File: config.mk
export PLATFORM = sky130hd
export DESIGN_NAME = psu_status_unit
export DESIGN_NICKNAME = d
export VERILOG_FILES = /design/src/hdl/psu_pkg.sv /design/src/hdl/psu_prio_enc.sv /design/src/hdl/psu_status_unit.sv
export VERILOG_INCLUDE_DIRS = /design/src /design/src/hdl
export SDC_FILE = /design/constraint.sdc
export NUM_CORES = 1
export LEC_CHECK = 0
export BUFFER_PORTS_ARGS = -buffer_cell sky130_fd_sc_hd__buf_4
export CAP_MARGIN = 5
export CELL_PAD_IN_SITES_DETAIL_PLACEMENT = 1
export CELL_PAD_IN_SITES_GLOBAL_PLACEMENT = 2
export CORE_MARGIN = 2
export CORE_UTILIZATION = 25
export CTS_CLUSTER_DIAMETER = 50
export DETAILED_ROUTE_END_ITERATION = 12
export GPL_ROUTABILITY_DRIVEN = 0
export PLACE_DENSITY = 0.83
export SYNTH_ARGS = -nofsm -noshare
export SYNTH_HDL_FRONTEND = slang
export SYNTH_HIERARCHICAL = 1
export SYNTH_SLANG_ARGS = --single-unit
File: constraint.sdc
create_clock -name clock -period 4.1 [get_ports clock]
set_clock_uncertainty 0.15 [all_clocks]
set_input_delay 0.82 -clock clock [delete_from_list [all_inputs] [get_ports clock]]
set_output_delay 0.82 -clock clock [all_outputs]
set_load 0.005 [all_outputs]
File: src/hdl/psu_regs.svh
// status longword field positions, reset value and interrupt levels
`ifndef PSU_REGS_SVH
`define PSU_REGS_SVH

`define PSU_BIT_CC_C 0
`define PSU_BIT_CC_V 1
`define PSU_BIT_CC_Z 2
`define PSU_BIT_CC_N 3
`define PSU_BIT_TRACE_EN 4
`define PSU_BIT_INT_OVF_EN 5
`define PSU_BIT_FLT_UNF_EN 6
`define PSU_BIT_DEC_OVF_EN 7
`define PSU_LVL_LSB 16
`define PSU_LVL_MSB 20
`define PSU_PRV_LSB 22
`define PSU_PRV_MSB 23
`define PSU_CUR_LSB 24
`define PSU_CUR_MSB 25
`define PSU_BIT_INT_STACK 26
`define PSU_BIT_FIRST_DONE 27
`define PSU_BIT_TRACE_PEND 30
`define PSU_BIT_COMPAT 31
`define PSU_RESET_VALUE 32'h041f0000
`define PSU_DEFINED_MASK 32'hcfdf00ff
`define PSU_LVL_MAX 5'h1f
`define PSU_LVL_HW_BASE 5'h10
`define PSU_LVL_CONSOLE 5'h14
`define PSU_LVL_TIMER 5'h18
`define PSU_LVL_ERR_LOW 5'h18
`define PSU_LVL_ERR_HIGH 5'h1d
`define PSU_LVL_POWER_FAIL 5'h1e
`define PSU_HW_LEVELS 16

`endif

File: src/hdl/psu_pkg.sv
// types shared by the status and interrupt unit
package psu_pkg;
  typedef enum logic [1:0] {
    psu_kernel,
    psu_executive,
    psu_supervisor,
    psu_user
  } psu_mode_type;
endpackage

File: src/hdl/psu_prio_enc.sv
// highest-index request finder
`timescale 1ns/100ps
module psu_prio_enc #(
  parameter int N = 16,
  parameter int W = 4
) (
  input wire logic [N-1:0] req,
  output logic any,
  output logic [W-1:0] idx
);
  always_comb begin
    any = 1'b0;
    idx = '0;
    for (int i = 0; i < N; i++) begin
      if (req[i]) begin
        any = 1'b1;
        idx = W'(i);
      end
    end
  end
endmodule

File: src/hdl/psu_status_unit.sv
// processor status longword and interrupt entry logic
`timescale 1ns/100ps
`include "psu_regs.svh"
module psu_status_unit
  import psu_pkg::*;
#(
  parameter logic [4:0] RECOV_ERR_LEVEL = `PSU_LVL_ERR_LOW,
  parameter logic [4:0] UNREC_ERR_LEVEL = `PSU_LVL_ERR_HIGH
) (
  input wire logic clock,
  input wire logic sys_rst,
  input wire logic [31:0] program_counter,
  input wire logic instr_begin,
  input wire logic instr_end,
  input wire logic irq_point,
  input wire logic cc_wr,
  input wire logic [3:0] cc_in,
  input wire logic int_ovf_evt,
  input wire logic flt_unf_evt,
  input wire logic dec_ovf_evt,
  input wire logic psw_wr,
  input wire logic [7:0] psw_wdata,
  input wire logic lvl_wr,
  input wire logic [4:0] lvl_wdata,
  input wire logic first_done_set,
  input wire logic first_done_clr,
  input wire logic rsvd_instr_decoded,
  input wire logic exc_req,
  input wire logic [1:0] exc_mode,
  input wire logic exc_on_int_stack,
  input wire logic rei_req,
  input wire logic [31:0] rei_psl,
  input wire logic [31:0] rei_pc,
  input wire logic [7:0] device_irq,
  input wire logic console_irq,
  input wire logic timer_irq,
  input wire logic recov_err_irq,
  input wire logic unrec_err_irq,
  input wire logic power_fail_irq,
  output logic [31:0] status_longword,
  output logic frame_push,
  output logic [31:0] saved_pc,
  output logic [31:0] saved_psl,
  output logic restore_done,
  output logic [31:0] restored_pc,
  output logic irq_ack,
  output logic [4:0] irq_ack_level,
  output logic trace_fault,
  output logic int_ovf_trap,
  output logic flt_unf_exc,
  output logic dec_ovf_trap,
  output logic rsvd_operand_fault,
  output logic priv_fault,
  output logic rsvd_instr_fault,
  output logic resume_midpoint,
  output logic compat_mode
);

  // ****************************************
  // request vector over the hardware levels
  // ****************************************
  logic [`PSU_HW_LEVELS-1:0] lvl_req;
  logic [`PSU_HW_LEVELS-1:0] lvl_above;
  logic best_any;
  logic [3:0] best_idx;
  logic [4:0] best_level;
  logic [4:0] cur_level;
  logic [31:0] psl_ff, nxt_psl;

  always_comb begin
    lvl_req = '0;
    lvl_req[7:0] = device_irq;
    lvl_req[4'(`PSU_LVL_CONSOLE - `PSU_LVL_HW_BASE)] = device_irq[4] | console_irq;
    lvl_req[4'(`PSU_LVL_TIMER - `PSU_LVL_HW_BASE)] = timer_irq | lvl_req[8];
    lvl_req[4'(RECOV_ERR_LEVEL - `PSU_LVL_HW_BASE)] = recov_err_irq
      | lvl_req[4'(RECOV_ERR_LEVEL - `PSU_LVL_HW_BASE)];
    lvl_req[4'(UNREC_ERR_LEVEL - `PSU_LVL_HW_BASE)] = unrec_err_irq
      | lvl_req[4'(UNREC_ERR_LEVEL - `PSU_LVL_HW_BASE)];
    lvl_req[4'(`PSU_LVL_POWER_FAIL - `PSU_LVL_HW_BASE)] = power_fail_irq;
  end

  assign cur_level = psl_ff[`PSU_LVL_MSB:`PSU_LVL_LSB];

  // requests at or below the current level stay masked but are not dropped
  always_comb begin
    for (int i = 0; i < `PSU_HW_LEVELS; i++) begin
      lvl_above[i] = lvl_req[i] && (5'(i + `PSU_LVL_HW_BASE) > cur_level);
    end
  end

  psu_prio_enc #(
    .N(`PSU_HW_LEVELS),
    .W(4)
  ) u_prio (
    .req(lvl_above),
    .any(best_any),
    .idx(best_idx)
  );

  assign best_level = {1'b1, best_idx};

  // ****************************************
  // status longword and event state
  // ****************************************
  logic frame_push_ff, nxt_frame_push;
  logic [31:0] saved_pc_ff, nxt_saved_pc;
  logic [31:0] saved_psl_ff, nxt_saved_psl;
  logic restore_done_ff, nxt_restore_done;
  logic [31:0] restored_pc_ff, nxt_restored_pc;
  logic irq_ack_ff, nxt_irq_ack;
  logic [4:0] irq_ack_level_ff, nxt_irq_ack_level;
  logic trace_fault_ff, nxt_trace_fault;
  logic int_ovf_trap_ff, nxt_int_ovf_trap;
  logic flt_unf_exc_ff, nxt_flt_unf_exc;
  logic dec_ovf_trap_ff, nxt_dec_ovf_trap;
  logic rsvd_operand_fault_ff, nxt_rsvd_operand_fault;
  logic priv_fault_ff, nxt_priv_fault;
  logic rsvd_instr_fault_ff, nxt_rsvd_instr_fault;

  psu_mode_type cur_mode, new_cur_mode, new_prv_mode;
  logic [4:0] new_level;
  logic new_on_stack;
  logic rei_undefined, rei_raises, rei_stack_bad;

  assign cur_mode = psu_mode_type'(psl_ff[`PSU_CUR_MSB:`PSU_CUR_LSB]);
  assign new_cur_mode = psu_mode_type'(rei_psl[`PSU_CUR_MSB:`PSU_CUR_LSB]);
  assign new_prv_mode = psu_mode_type'(rei_psl[`PSU_PRV_MSB:`PSU_PRV_LSB]);
  assign new_level = rei_psl[`PSU_LVL_MSB:`PSU_LVL_LSB];
  assign new_on_stack = rei_psl[`PSU_BIT_INT_STACK];

  // checks on the status that a return wants to restore
  always_comb begin
    rei_undefined = |(rei_psl & ~`PSU_DEFINED_MASK);
    rei_raises = (new_cur_mode < cur_mode) || (new_prv_mode < new_cur_mode)
      || (new_level > cur_level)
      || (new_on_stack && !psl_ff[`PSU_BIT_INT_STACK]);
    rei_stack_bad = new_on_stack && ((new_cur_mode != psu_kernel) || (new_level == 5'h00));
  end

  always_comb begin
    nxt_psl = psl_ff;
    nxt_frame_push = 1'b0;
    nxt_saved_pc = saved_pc_ff;
    nxt_saved_psl = saved_psl_ff;
    nxt_restore_done = 1'b0;
    nxt_restored_pc = restored_pc_ff;
    nxt_irq_ack = 1'b0;
    nxt_irq_ack_level = irq_ack_level_ff;
    nxt_trace_fault = 1'b0;
    nxt_int_ovf_trap = 1'b0;
    nxt_flt_unf_exc = 1'b0;
    nxt_dec_ovf_trap = 1'b0;
    nxt_rsvd_operand_fault = 1'b0;
    nxt_priv_fault = 1'b0;
    nxt_rsvd_instr_fault = 1'b0;

    // ordinary writes reach the low byte, and the level in kernel mode only
    if (psw_wr) begin
      nxt_psl[7:0] = psw_wdata;
    end
    if (lvl_wr && cur_mode == psu_kernel) begin
      nxt_psl[`PSU_LVL_MSB:`PSU_LVL_LSB] = lvl_wdata;
    end
    if (cc_wr) begin
      nxt_psl[`PSU_BIT_CC_N:`PSU_BIT_CC_C] = cc_in;
    end
    if (first_done_set) begin
      nxt_psl[`PSU_BIT_FIRST_DONE] = 1'b1;
    end else if (first_done_clr) begin
      nxt_psl[`PSU_BIT_FIRST_DONE] = 1'b0;
    end

    if (instr_begin && psl_ff[`PSU_BIT_TRACE_EN]) begin
      nxt_psl[`PSU_BIT_TRACE_PEND] = 1'b1;
    end
    if (instr_end) begin
      nxt_trace_fault = psl_ff[`PSU_BIT_TRACE_PEND];
      if (int_ovf_evt || dec_ovf_evt) begin
        nxt_psl[`PSU_BIT_CC_V] = 1'b1;
      end
      nxt_int_ovf_trap = int_ovf_evt && psl_ff[`PSU_BIT_INT_OVF_EN];
      nxt_flt_unf_exc = flt_unf_evt && psl_ff[`PSU_BIT_FLT_UNF_EN];
      nxt_dec_ovf_trap = dec_ovf_evt && psl_ff[`PSU_BIT_DEC_OVF_EN];
    end
    if (rsvd_instr_decoded) begin
      // first part done stays in the status that the entry will push
      nxt_rsvd_instr_fault = psl_ff[`PSU_BIT_FIRST_DONE];
    end

    if (rei_req) begin
      if (rei_undefined || rei_stack_bad) begin
        nxt_rsvd_operand_fault = 1'b1;
        nxt_psl = psl_ff;
      end else if (rei_raises) begin
        nxt_priv_fault = 1'b1;
        nxt_psl = psl_ff;
      end else begin
        nxt_psl = rei_psl & `PSU_DEFINED_MASK;
        nxt_restored_pc = rei_pc;
        nxt_restore_done = 1'b1;
      end
    end else if (exc_req) begin
      nxt_frame_push = 1'b1;
      nxt_saved_pc = program_counter;
      nxt_saved_psl = psl_ff;
      nxt_psl[`PSU_PRV_MSB:`PSU_PRV_LSB] = psl_ff[`PSU_CUR_MSB:`PSU_CUR_LSB];
      nxt_psl[`PSU_CUR_MSB:`PSU_CUR_LSB] = exc_mode;
      nxt_psl[`PSU_BIT_TRACE_PEND] = 1'b0;
      nxt_psl[`PSU_BIT_FIRST_DONE] = 1'b0;
      nxt_psl[`PSU_BIT_COMPAT] = 1'b0;
      nxt_psl[`PSU_BIT_TRACE_EN] = 1'b0;
      if (exc_on_int_stack || psl_ff[`PSU_BIT_INT_STACK]) begin
        nxt_psl[`PSU_BIT_INT_STACK] = 1'b1;
        nxt_psl[`PSU_CUR_MSB:`PSU_CUR_LSB] = 2'(psu_kernel);
        if (cur_level == 5'h00) begin
          nxt_psl[`PSU_LVL_MSB:`PSU_LVL_LSB] = 5'h01;
        end
      end
    end else if (irq_point && best_any) begin
      // taken only at an instruction boundary or a safe midpoint
      nxt_frame_push = 1'b1;
      nxt_saved_pc = program_counter;
      nxt_saved_psl = psl_ff;
      nxt_irq_ack = 1'b1;
      nxt_irq_ack_level = best_level;
      nxt_psl[`PSU_LVL_MSB:`PSU_LVL_LSB] = best_level;
      nxt_psl[`PSU_PRV_MSB:`PSU_PRV_LSB] = 2'(psu_kernel);
      nxt_psl[`PSU_CUR_MSB:`PSU_CUR_LSB] = 2'(psu_kernel);
      nxt_psl[`PSU_BIT_INT_STACK] = 1'b1;
      nxt_psl[`PSU_BIT_TRACE_PEND] = 1'b0;
      nxt_psl[`PSU_BIT_FIRST_DONE] = 1'b0;
      nxt_psl[`PSU_BIT_COMPAT] = 1'b0;
      nxt_psl[`PSU_BIT_TRACE_EN] = 1'b0;
    end

    // no mapping context is held here: entry and return never touch it
    nxt_psl = nxt_psl & `PSU_DEFINED_MASK;
  end

  always_ff @(posedge clock or posedge sys_rst) begin
    if (sys_rst) begin
      psl_ff <= `PSU_RESET_VALUE;
      frame_push_ff <= 1'b0;
      saved_pc_ff <= 32'h00000000;
      saved_psl_ff <= 32'h00000000;
      restore_done_ff <= 1'b0;
      restored_pc_ff <= 32'h00000000;
      irq_ack_ff <= 1'b0;
      irq_ack_level_ff <= 5'h00;
      trace_fault_ff <= 1'b0;
      int_ovf_trap_ff <= 1'b0;
      flt_unf_exc_ff <= 1'b0;
      dec_ovf_trap_ff <= 1'b0;
      rsvd_operand_fault_ff <= 1'b0;
      priv_fault_ff <= 1'b0;
      rsvd_instr_fault_ff <= 1'b0;
    end else begin
      psl_ff <= nxt_psl;
      frame_push_ff <= nxt_frame_push;
      saved_pc_ff <= nxt_saved_pc;
      saved_psl_ff <= nxt_saved_psl;
      restore_done_ff <= nxt_restore_done;
      restored_pc_ff <= nxt_restored_pc;
      irq_ack_ff <= nxt_irq_ack;
      irq_ack_level_ff <= nxt_irq_ack_level;
      trace_fault_ff <= nxt_trace_fault;
      int_ovf_trap_ff <= nxt_int_ovf_trap;
      flt_unf_exc_ff <= nxt_flt_unf_exc;
      dec_ovf_trap_ff <= nxt_dec_ovf_trap;
      rsvd_operand_fault_ff <= nxt_rsvd_operand_fault;
      priv_fault_ff <= nxt_priv_fault;
      rsvd_instr_fault_ff <= nxt_rsvd_instr_fault;
    end
  end

  // ****************************************
  // outputs
  // ****************************************
  assign status_longword = psl_ff;
  assign frame_push = frame_push_ff;
  assign saved_pc = saved_pc_ff;
  assign saved_psl = saved_psl_ff;
  assign restore_done = restore_done_ff;
  assign restored_pc = restored_pc_ff;
  assign irq_ack = irq_ack_ff;
  assign irq_ack_level = irq_ack_level_ff;
  assign trace_fault = trace_fault_ff;
  assign int_ovf_trap = int_ovf_trap_ff;
  assign flt_unf_exc = flt_unf_exc_ff;
  assign dec_ovf_trap = dec_ovf_trap_ff;
  assign rsvd_operand_fault = rsvd_operand_fault_ff;
  assign priv_fault = priv_fault_ff;
  assign rsvd_instr_fault = rsvd_instr_fault_ff;
  assign resume_midpoint = psl_ff[`PSU_BIT_FIRST_DONE];
  assign compat_mode = psl_ff[`PSU_BIT_COMPAT];

endmodule

==> flow_metrics.env, run 1 <==
export IMPL_p_leak_nw=4.229
export IMPL_top_layer="met4"
export IMPL_clk_path_buf_depth=2
export IMPL_h_tree_depth=4
export IMPL_ys_seq_elements=121
export IMPL_rr_worst_depth=8
export IMPL_async_flop_share_pct=100.0
export IMPL_synthCells=480
export IMPL_met2_length_um=10680
export IMPL_wl_met3_um=1318
export IMPL_num_rows=55
export IMPL_fin_cells=1065
export IMPL_num_antenna_cells=0
export IMPL_die_y_um=155.9
export IMPL_cp_required_ns=4.25
export IMPL_slew_viol_final=0
export IMPL_nNetsFinal=919
export IMPL_crit_chain="or4_4, a21boi_0, nor4_1, nand4_1, a21oi_1, nor2_4, buf_4, mux2_2"
export IMPL_start_util_pct=25.48
export IMPL_max_vdd_ir_drop_v=0.0002307
export IMPL_cts_resized=0
export IMPL_worstSkewPairLatency_ns=0.42
export IMPL_rsz0062_at_grt="false"
export IMPL_grt_max_degree=49
export IMPL_tightest_slew_ns=1.154
export IMPL_grtUsageTotal_pct=16.74
export IMPL_synth_edf_count=0
export IMPL_r2r_setup_slack_ns=0.60
export IMPL_final_antenna_net_count=0
export IMPL_hold_viol_final=0
export IMPL_cts_sinks=121
export IMPL_syn_avg_cell_area_sq_um=12.02
export IMPL_cpPeakStageDelay_ns=0.70
export IMPL_viasPerCell=4.622
export IMPL_hold_path_depth=1
export IMPL_worstPathMaxFanout=28
export IMPL_dp_hpwl_um=15950
export IMPL_hold_buffers=0
export IMPL_ys_flop_type="dfrtp_1"
export IMPL_clkTransAtPathRegs_ns=0.06
export IMPL_synth_warnings=6
export IMPL_startpoint_type="flip-flop"
export IMPL_wl_met1_um=8364
export IMPL_synthesis_area_sq_um=5769
export IMPL_rr_startpoint="status_longword[16]"
export IMPL_io_buffer_count=267
export IMPL_wire_per_inst_um=19.31
export IMPL_fp_coreArea_sq_um=22640
export IMPL_max_freq_mhz=285.5
export IMPL_end_kind="flip-flop"
export IMPL_path_class="reg -> reg"
export IMPL_post_cts_buffers=0
export IMPL_num_vias=4922
export IMPL_drc=0
export IMPL_yosysSeqAreaShare_pct=52.61
export IMPL_grt_pass1_vias=5242
export IMPL_antenna_found_initial=0
export IMPL_grt_first_pass_wirelength_um=30600
export IMPL_fin_area_sq_um=8680
export IMPL_numCtsBuffers=17
export IMPL_root_buffer="clkbuf_16"
export IMPL_p_per_area_nw_per_um2=423.7
export IMPL_drtPass1Iterations=4
export IMPL_io_pins=290
export IMPL_final_setup_viol_count=0
export IMPL_slew_headroom_pct=22.91
export IMPL_tns_ns=0
export IMPL_place_area_sq_um=8105
export IMPL_drv_cap=0
export IMPL_cts_tree="built"
export IMPL_drt_initial_drc_count=233
export IMPL_crit_slowest_cell="nor2_4"
export IMPL_r2r_end="saved_pc[23]"
export IMPL_arrival_ns=3.65
export IMPL_wirelength_um=20570
export IMPL_die_x_um=155.9
export IMPL_fin_crit_ns=3.503
export IMPL_die_area_sq_um=24310
export IMPL_grt_overflow_total=0
export IMPL_whs_ns=0.3330
export IMPL_dp_cells=1033
export IMPL_period_share_pct=85.43
export IMPL_ys_types=56
export IMPL_min_delay_start="irq_ack_level[4]"
export IMPL_status="finished, final reports clean"
export IMPL_min_path_type="reg -> reg"
export IMPL_hold_end="irq_ack_level[4]"
export IMPL_area_growth_pct=50.44
export IMPL_drive_gt1_share_pct=50.26
## state kept, by name (all words and copies together) (netlist names), 5 cells and up
signal / flops
irq_ack_level: 5
restored_pc: 32
saved_pc: 32
saved_psl: 21
status_longword: 21
## power by group
group	leakage [nW]	total (mW)	internal, mW	switching [mW]
Clock	0.278	1.46	0.809	0.651
Combinational	2.46	0.767	0.427	0.340
Sequential	1.49	1.45	1.33	0.118
Total	4.23	3.68	2.57	1.11
## worst max-delay path by stage
stage | slack, ns | startpoint | cells after the start | endpoint
3_3_place_gp | 0.62 | timer_irq | 8 | saved_pc[20]
2_1_floorplan | 1.04 | status_longword[20] | 10 | status_longword[22]
4_1_cts | 0.56 | status_longword[16] | 8 | saved_pc[23]
3_5_place_dp | 0.54 | timer_irq | 8 | saved_pc[23]
5_1_grt | 0.32 | status_longword[19] | 8 | saved_pc[17]
6_report | 0.60 | status_longword[16] | 8 | saved_pc[23]
## worst max-delay path, delay by kind of cell, from the launching register on
kind                   cells  cell delay (ns)
multiplexers               1             0.37
buffers and inverters      1             0.38
AO/OA/AOI/OAI              2             0.49
AND/OR/NAND/NOR            4             1.53
flip-flops                 1             0.42
## area by class of cell
class                      count  area (sq um)
clock buffer                  17         425.4
tap                          285         356.6
clock inverter                15         148.9
timing repair buffer         276          2110
fill                        2531         13960
multi-input combinational    337          2547
inverter                      14         56.30
sequential                   121          3035
## logic make-up (layout without fill, tap and decap cells)
family	Yosys count	count (layout)	synth area share, %
AOI/OAI and AO/OA	87	87	11.04
adders and majority gates	7	7	1.518
buffers and inverters	62	322	6.137
DFF	121	121	52.61
muxes	94	94	18.26
other	1	41	0.06500
and+or+nand+nor	108	108	10.37
## synth_stat cells (all sizes together), types with 3 or more instances
cell type    n  area (sq um)
a21oi       13         65.06
nor2        18         67.56
nand2b       8         50.05
nand3        5         25.02
nor3b        3         27.52
nand2       24         90.09
a222oi       3         30.03
nor4         8         56.30
mux2        90          1013
o21ai       13         65.06
nand4        8         50.05
nor2b        6         37.54
o21a         7         52.55
a31oi       13         81.33
dfrtp      115          2878
inv         14         52.55
and3b        3         26.28
o22ai        3         18.77
nor3         8         45.04
buf         31         237.7
ha           7         87.58
clkbuf      17         63.81
o31ai        5         37.54
mux2i        4         40.04
o211ai       8         60.06
and3         5         31.28
dfstp        6         157.7
o31a         3         26.28
o221a        7         78.83
## routing by layer
metal	vias up	track usage, %
met4	0	3.495
li1	2274	-
met1	2443	19.83
met2	190	29.71
met3	15	5.389
met5	-	0
## layout by cell type, fill, tap and decap left out, types with 3 or more instances in the layout
cell	count
mux2_2	60
o221a_2	7
o21ai_0	13
nand2b_1	8
clkinvlp_4	3
ha_1	7
a21oi_1	13
nand2_1	24
buf_12	3
a31oi_1	13
nor4_1	7
o211ai_1	8
clkbuf_16	17
and3_1	5
dfrtp_1	115
nand3_1	4
buf_4	273
inv_8	5
and3b_1	3
a222oi_1	3
nor2_1	17
conb_1	41
o21a_1	7
nor2b_1	6
mux2_1	30
o22ai_1	3
dfstp_2	6
nand4_1	8
o31a_1	3
inv_1	13
mux2i_1	4
nor3_1	7
o31ai_1	4
inv_6	5
## through the flow
stage          power, mW  worst slack (ns)  utilization, %
6_report           3.678            0.5973           38.34
5_1_grt            3.866            0.3213           38.34
4_1_cts            3.736            0.5556           38.34
3_5_place_dp       2.253            0.5401           35.80
3_3_place_gp       2.235            0.6223           35.80
2_1_floorplan      1.794             1.038               -
(Power assumes the default switching activity.)
==> inputs of run 2 (changes only) <==
--- a/config.mk
+++ b/config.mk
@@ -11,11 +11,11 @@
 export CELL_PAD_IN_SITES_DETAIL_PLACEMENT = 1
 export CELL_PAD_IN_SITES_GLOBAL_PLACEMENT = 2
 export CORE_MARGIN = 2
-export CORE_UTILIZATION = 25
+export CORE_UTILIZATION = 27
 export CTS_CLUSTER_DIAMETER = 50
 export DETAILED_ROUTE_END_ITERATION = 12
 export GPL_ROUTABILITY_DRIVEN = 0
-export PLACE_DENSITY = 0.83
+export PLACE_DENSITY = 0.85
 export SYNTH_ARGS = -nofsm -noshare
 export SYNTH_HDL_FRONTEND = slang
 export SYNTH_HIERARCHICAL = 1
==> constraint.sdc (replaced) <==
create_clock -name clock -period 3.73 [get_ports clock]
set_clock_uncertainty 0.15 [all_clocks]
set_input_delay 0.746 -clock clock [delete_from_list [all_inputs] [get_ports clock]]
set_output_delay 0.746 -clock clock [all_outputs]
set_load 0.005 [all_outputs]
==> flow_metrics.env, run 2 (synthesis results as in run 1) <==
export IMPL_path_class="reg -> reg"
export IMPL_crit_chain="nand2_1, o31a_1, nor4_1, nand4_1, a21oi_2, nor2_4, buf_4, mux2_2"
export IMPL_min_path_type="in -> async"
export IMPL_swShare_pct=28.23
export IMPL_p_switching_mw=1.156
export IMPL_h_tree_depth=4
export IMPL_period_share_pct=91.32
export IMPL_p_int_mw=2.939
export IMPL_final_antenna_net_count=0
export IMPL_fin_crit_ns=3.406
export IMPL_comb_power_share_pct=20.7
export IMPL_cts_tree="built"
export IMPL_arrival_ns=3.55
export IMPL_cpLargestDelayFamily="simple AND/OR/NAND/NOR gates"
export IMPL_grt_max_degree=67
export IMPL_hold_viol_final=0
export IMPL_grtUsageTotal_pct=17.47
export IMPL_tns_ns=0
export IMPL_die_x_um=150.2
export IMPL_power_frac_seq_pct=38.8
export IMPL_critPathBufInv=1
export IMPL_num_vias=4959
export IMPL_rsz0062_at_grt="false"
export IMPL_clkPwrFrac_pct=40.5
export IMPL_dp_hpwl_um=15640
export IMPL_numCtsBuffers=17
export IMPL_io_pins=290
export IMPL_start_util_pct=27.44
export IMPL_cts_sinks=121
export IMPL_status="finished, final reports clean"
export IMPL_die_area_sq_um=22550
export IMPL_fp_coreArea_sq_um=21020
export IMPL_rr_worst_depth=8
export IMPL_drc=0
export IMPL_tightest_slew_ns=1.075
export IMPL_p_leak_nw=4.242
export IMPL_slew_headroom_pct=28.23
export IMPL_drv_cap=0
export IMPL_worstSkewPairLatency_ns=0.42
export IMPL_num_rows=53
export IMPL_final_cell_mix="buf_4, dfrtp_1, mux2_2"
export IMPL_p_per_area_nw_per_um2=470.5
export IMPL_power_total_mw=4.095
export IMPL_worstPathMaxFanout=20
export IMPL_io_buffer_count=267
export IMPL_layout_commonest_cell="buf_4"
export IMPL_antenna_found_initial=1
export IMPL_hold_buffers=0
export IMPL_viasPerCell=4.674
export IMPL_grt_first_pass_wirelength_um=29660
export IMPL_nNetsFinal=924
export IMPL_cp_required_ns=3.87
export IMPL_drtPass1Iterations=4
export IMPL_slew_viol_final=0
export IMPL_drt_initial_drc_count=126
export IMPL_clkTransAtPathRegs_ns=0.06
export IMPL_wire_per_inst_um=18.93
export IMPL_wirelength_um=20080
export IMPL_clk_path_buf_depth=2
export IMPL_grt_pass1_vias=5160
export IMPL_crit_slowest_cell="dfstp_2"
export IMPL_final_setup_viol_count=0
export IMPL_die_y_um=150.2
export IMPL_cp_depth=8
export IMPL_area_growth_pct=50.86
export IMPL_max_vdd_ir_drop_v=0.0002336
export IMPL_startpoint_type="flip-flop"
export IMPL_drive_gt1_share_pct=50.57
export IMPL_grt_overflow_total=0
export IMPL_end_kind="flip-flop"
export IMPL_root_buffer="clkbuf_16"
export IMPL_max_freq_mhz=293.6
export IMPL_cpPeakStageDelay_ns=0.69
run 2: repair_timing:
item	in CTS	in global routing
hold endpoints to repair	0	0
resized for setup	0	1
endpoints found under the setup margin	0	19
buffers inserted	0	0
run 2: area by class of cell:
cell class              instances  area (sq um)
flip-flops and latches        121          3035
clock buffers                  18         429.2
repair buffers                280          2115
multi-input cells             338          2557
fillers                      2340         12320
well taps                     275         344.1
clock inverters                14         163.9
diodes                          1         2.502
inverters                      14         56.30
run 2: layer usage:
layer / share of wire (%) / up-vias / GRT usage [%] / routed length (um)
met4: 2.0 / 0 / 5.755 / 393
met5: 0 / - / 0 / 0
li1: - / 2287 / - / -
met1: 40 / 2439 / 20.70 / 8017
met2: 49 / 209 / 29.77 / 9900
met3: 8.8 / 24 / 5.909 / 1772
run 2: metrics by stage:
step           util, %  cell area (sq um)  std cells  hold WS [ns]  setup WS [ns]
6_report         41.40               8703       1061        0.1728         0.3236
5_1_grt          41.39               8701       1060        0.1903         0.1408
4_1_cts          41.34               8691       1059        0.1620        0.03777
3_5_place_dp     38.52               8098       1027        0.3052        0.03807
3_3_place_gp     38.52               8098       1027        0.3177         0.1464
2_1_floorplan        -               5923        520        0.3150         0.6680
run 2: worst reg2reg max path, delay by kind of cell, from the launching register on:
family	cells	cell delay [ns]
AND/OR/NAND/NOR	4	1.15
flip-flops	1	0.69
AO/OA/AOI/OAI	2	0.69
multiplexers	1	0.31
buffers and inverters	1	0.30
run 2: path summary, 6_finish.rpt:
check,startpoint,to,slack [ns]
max in group asynchronous,sys_rst,status_longword[20],2.38
min in group clock,irq_ack_level[4],irq_ack_level[4],0.33
max,status_longword[20],saved_psl[30],0.32
min,sys_rst,saved_pc[14],0.17
max reg2reg,status_longword[20],saved_psl[30],0.32
min reg2reg,irq_ack_level[4],irq_ack_level[4],0.33
run 2: power groups by stage:
stage	logic, mW	registers (mW)	clock network [mW]
finish	0.849	1.59	1.66
CTS	0.864	1.59	1.70
detailed placement	0.862	1.61	0
floorplan	0.388	1.58	0
global placement	0.849	1.61	0
global route	0.932	1.61	1.76
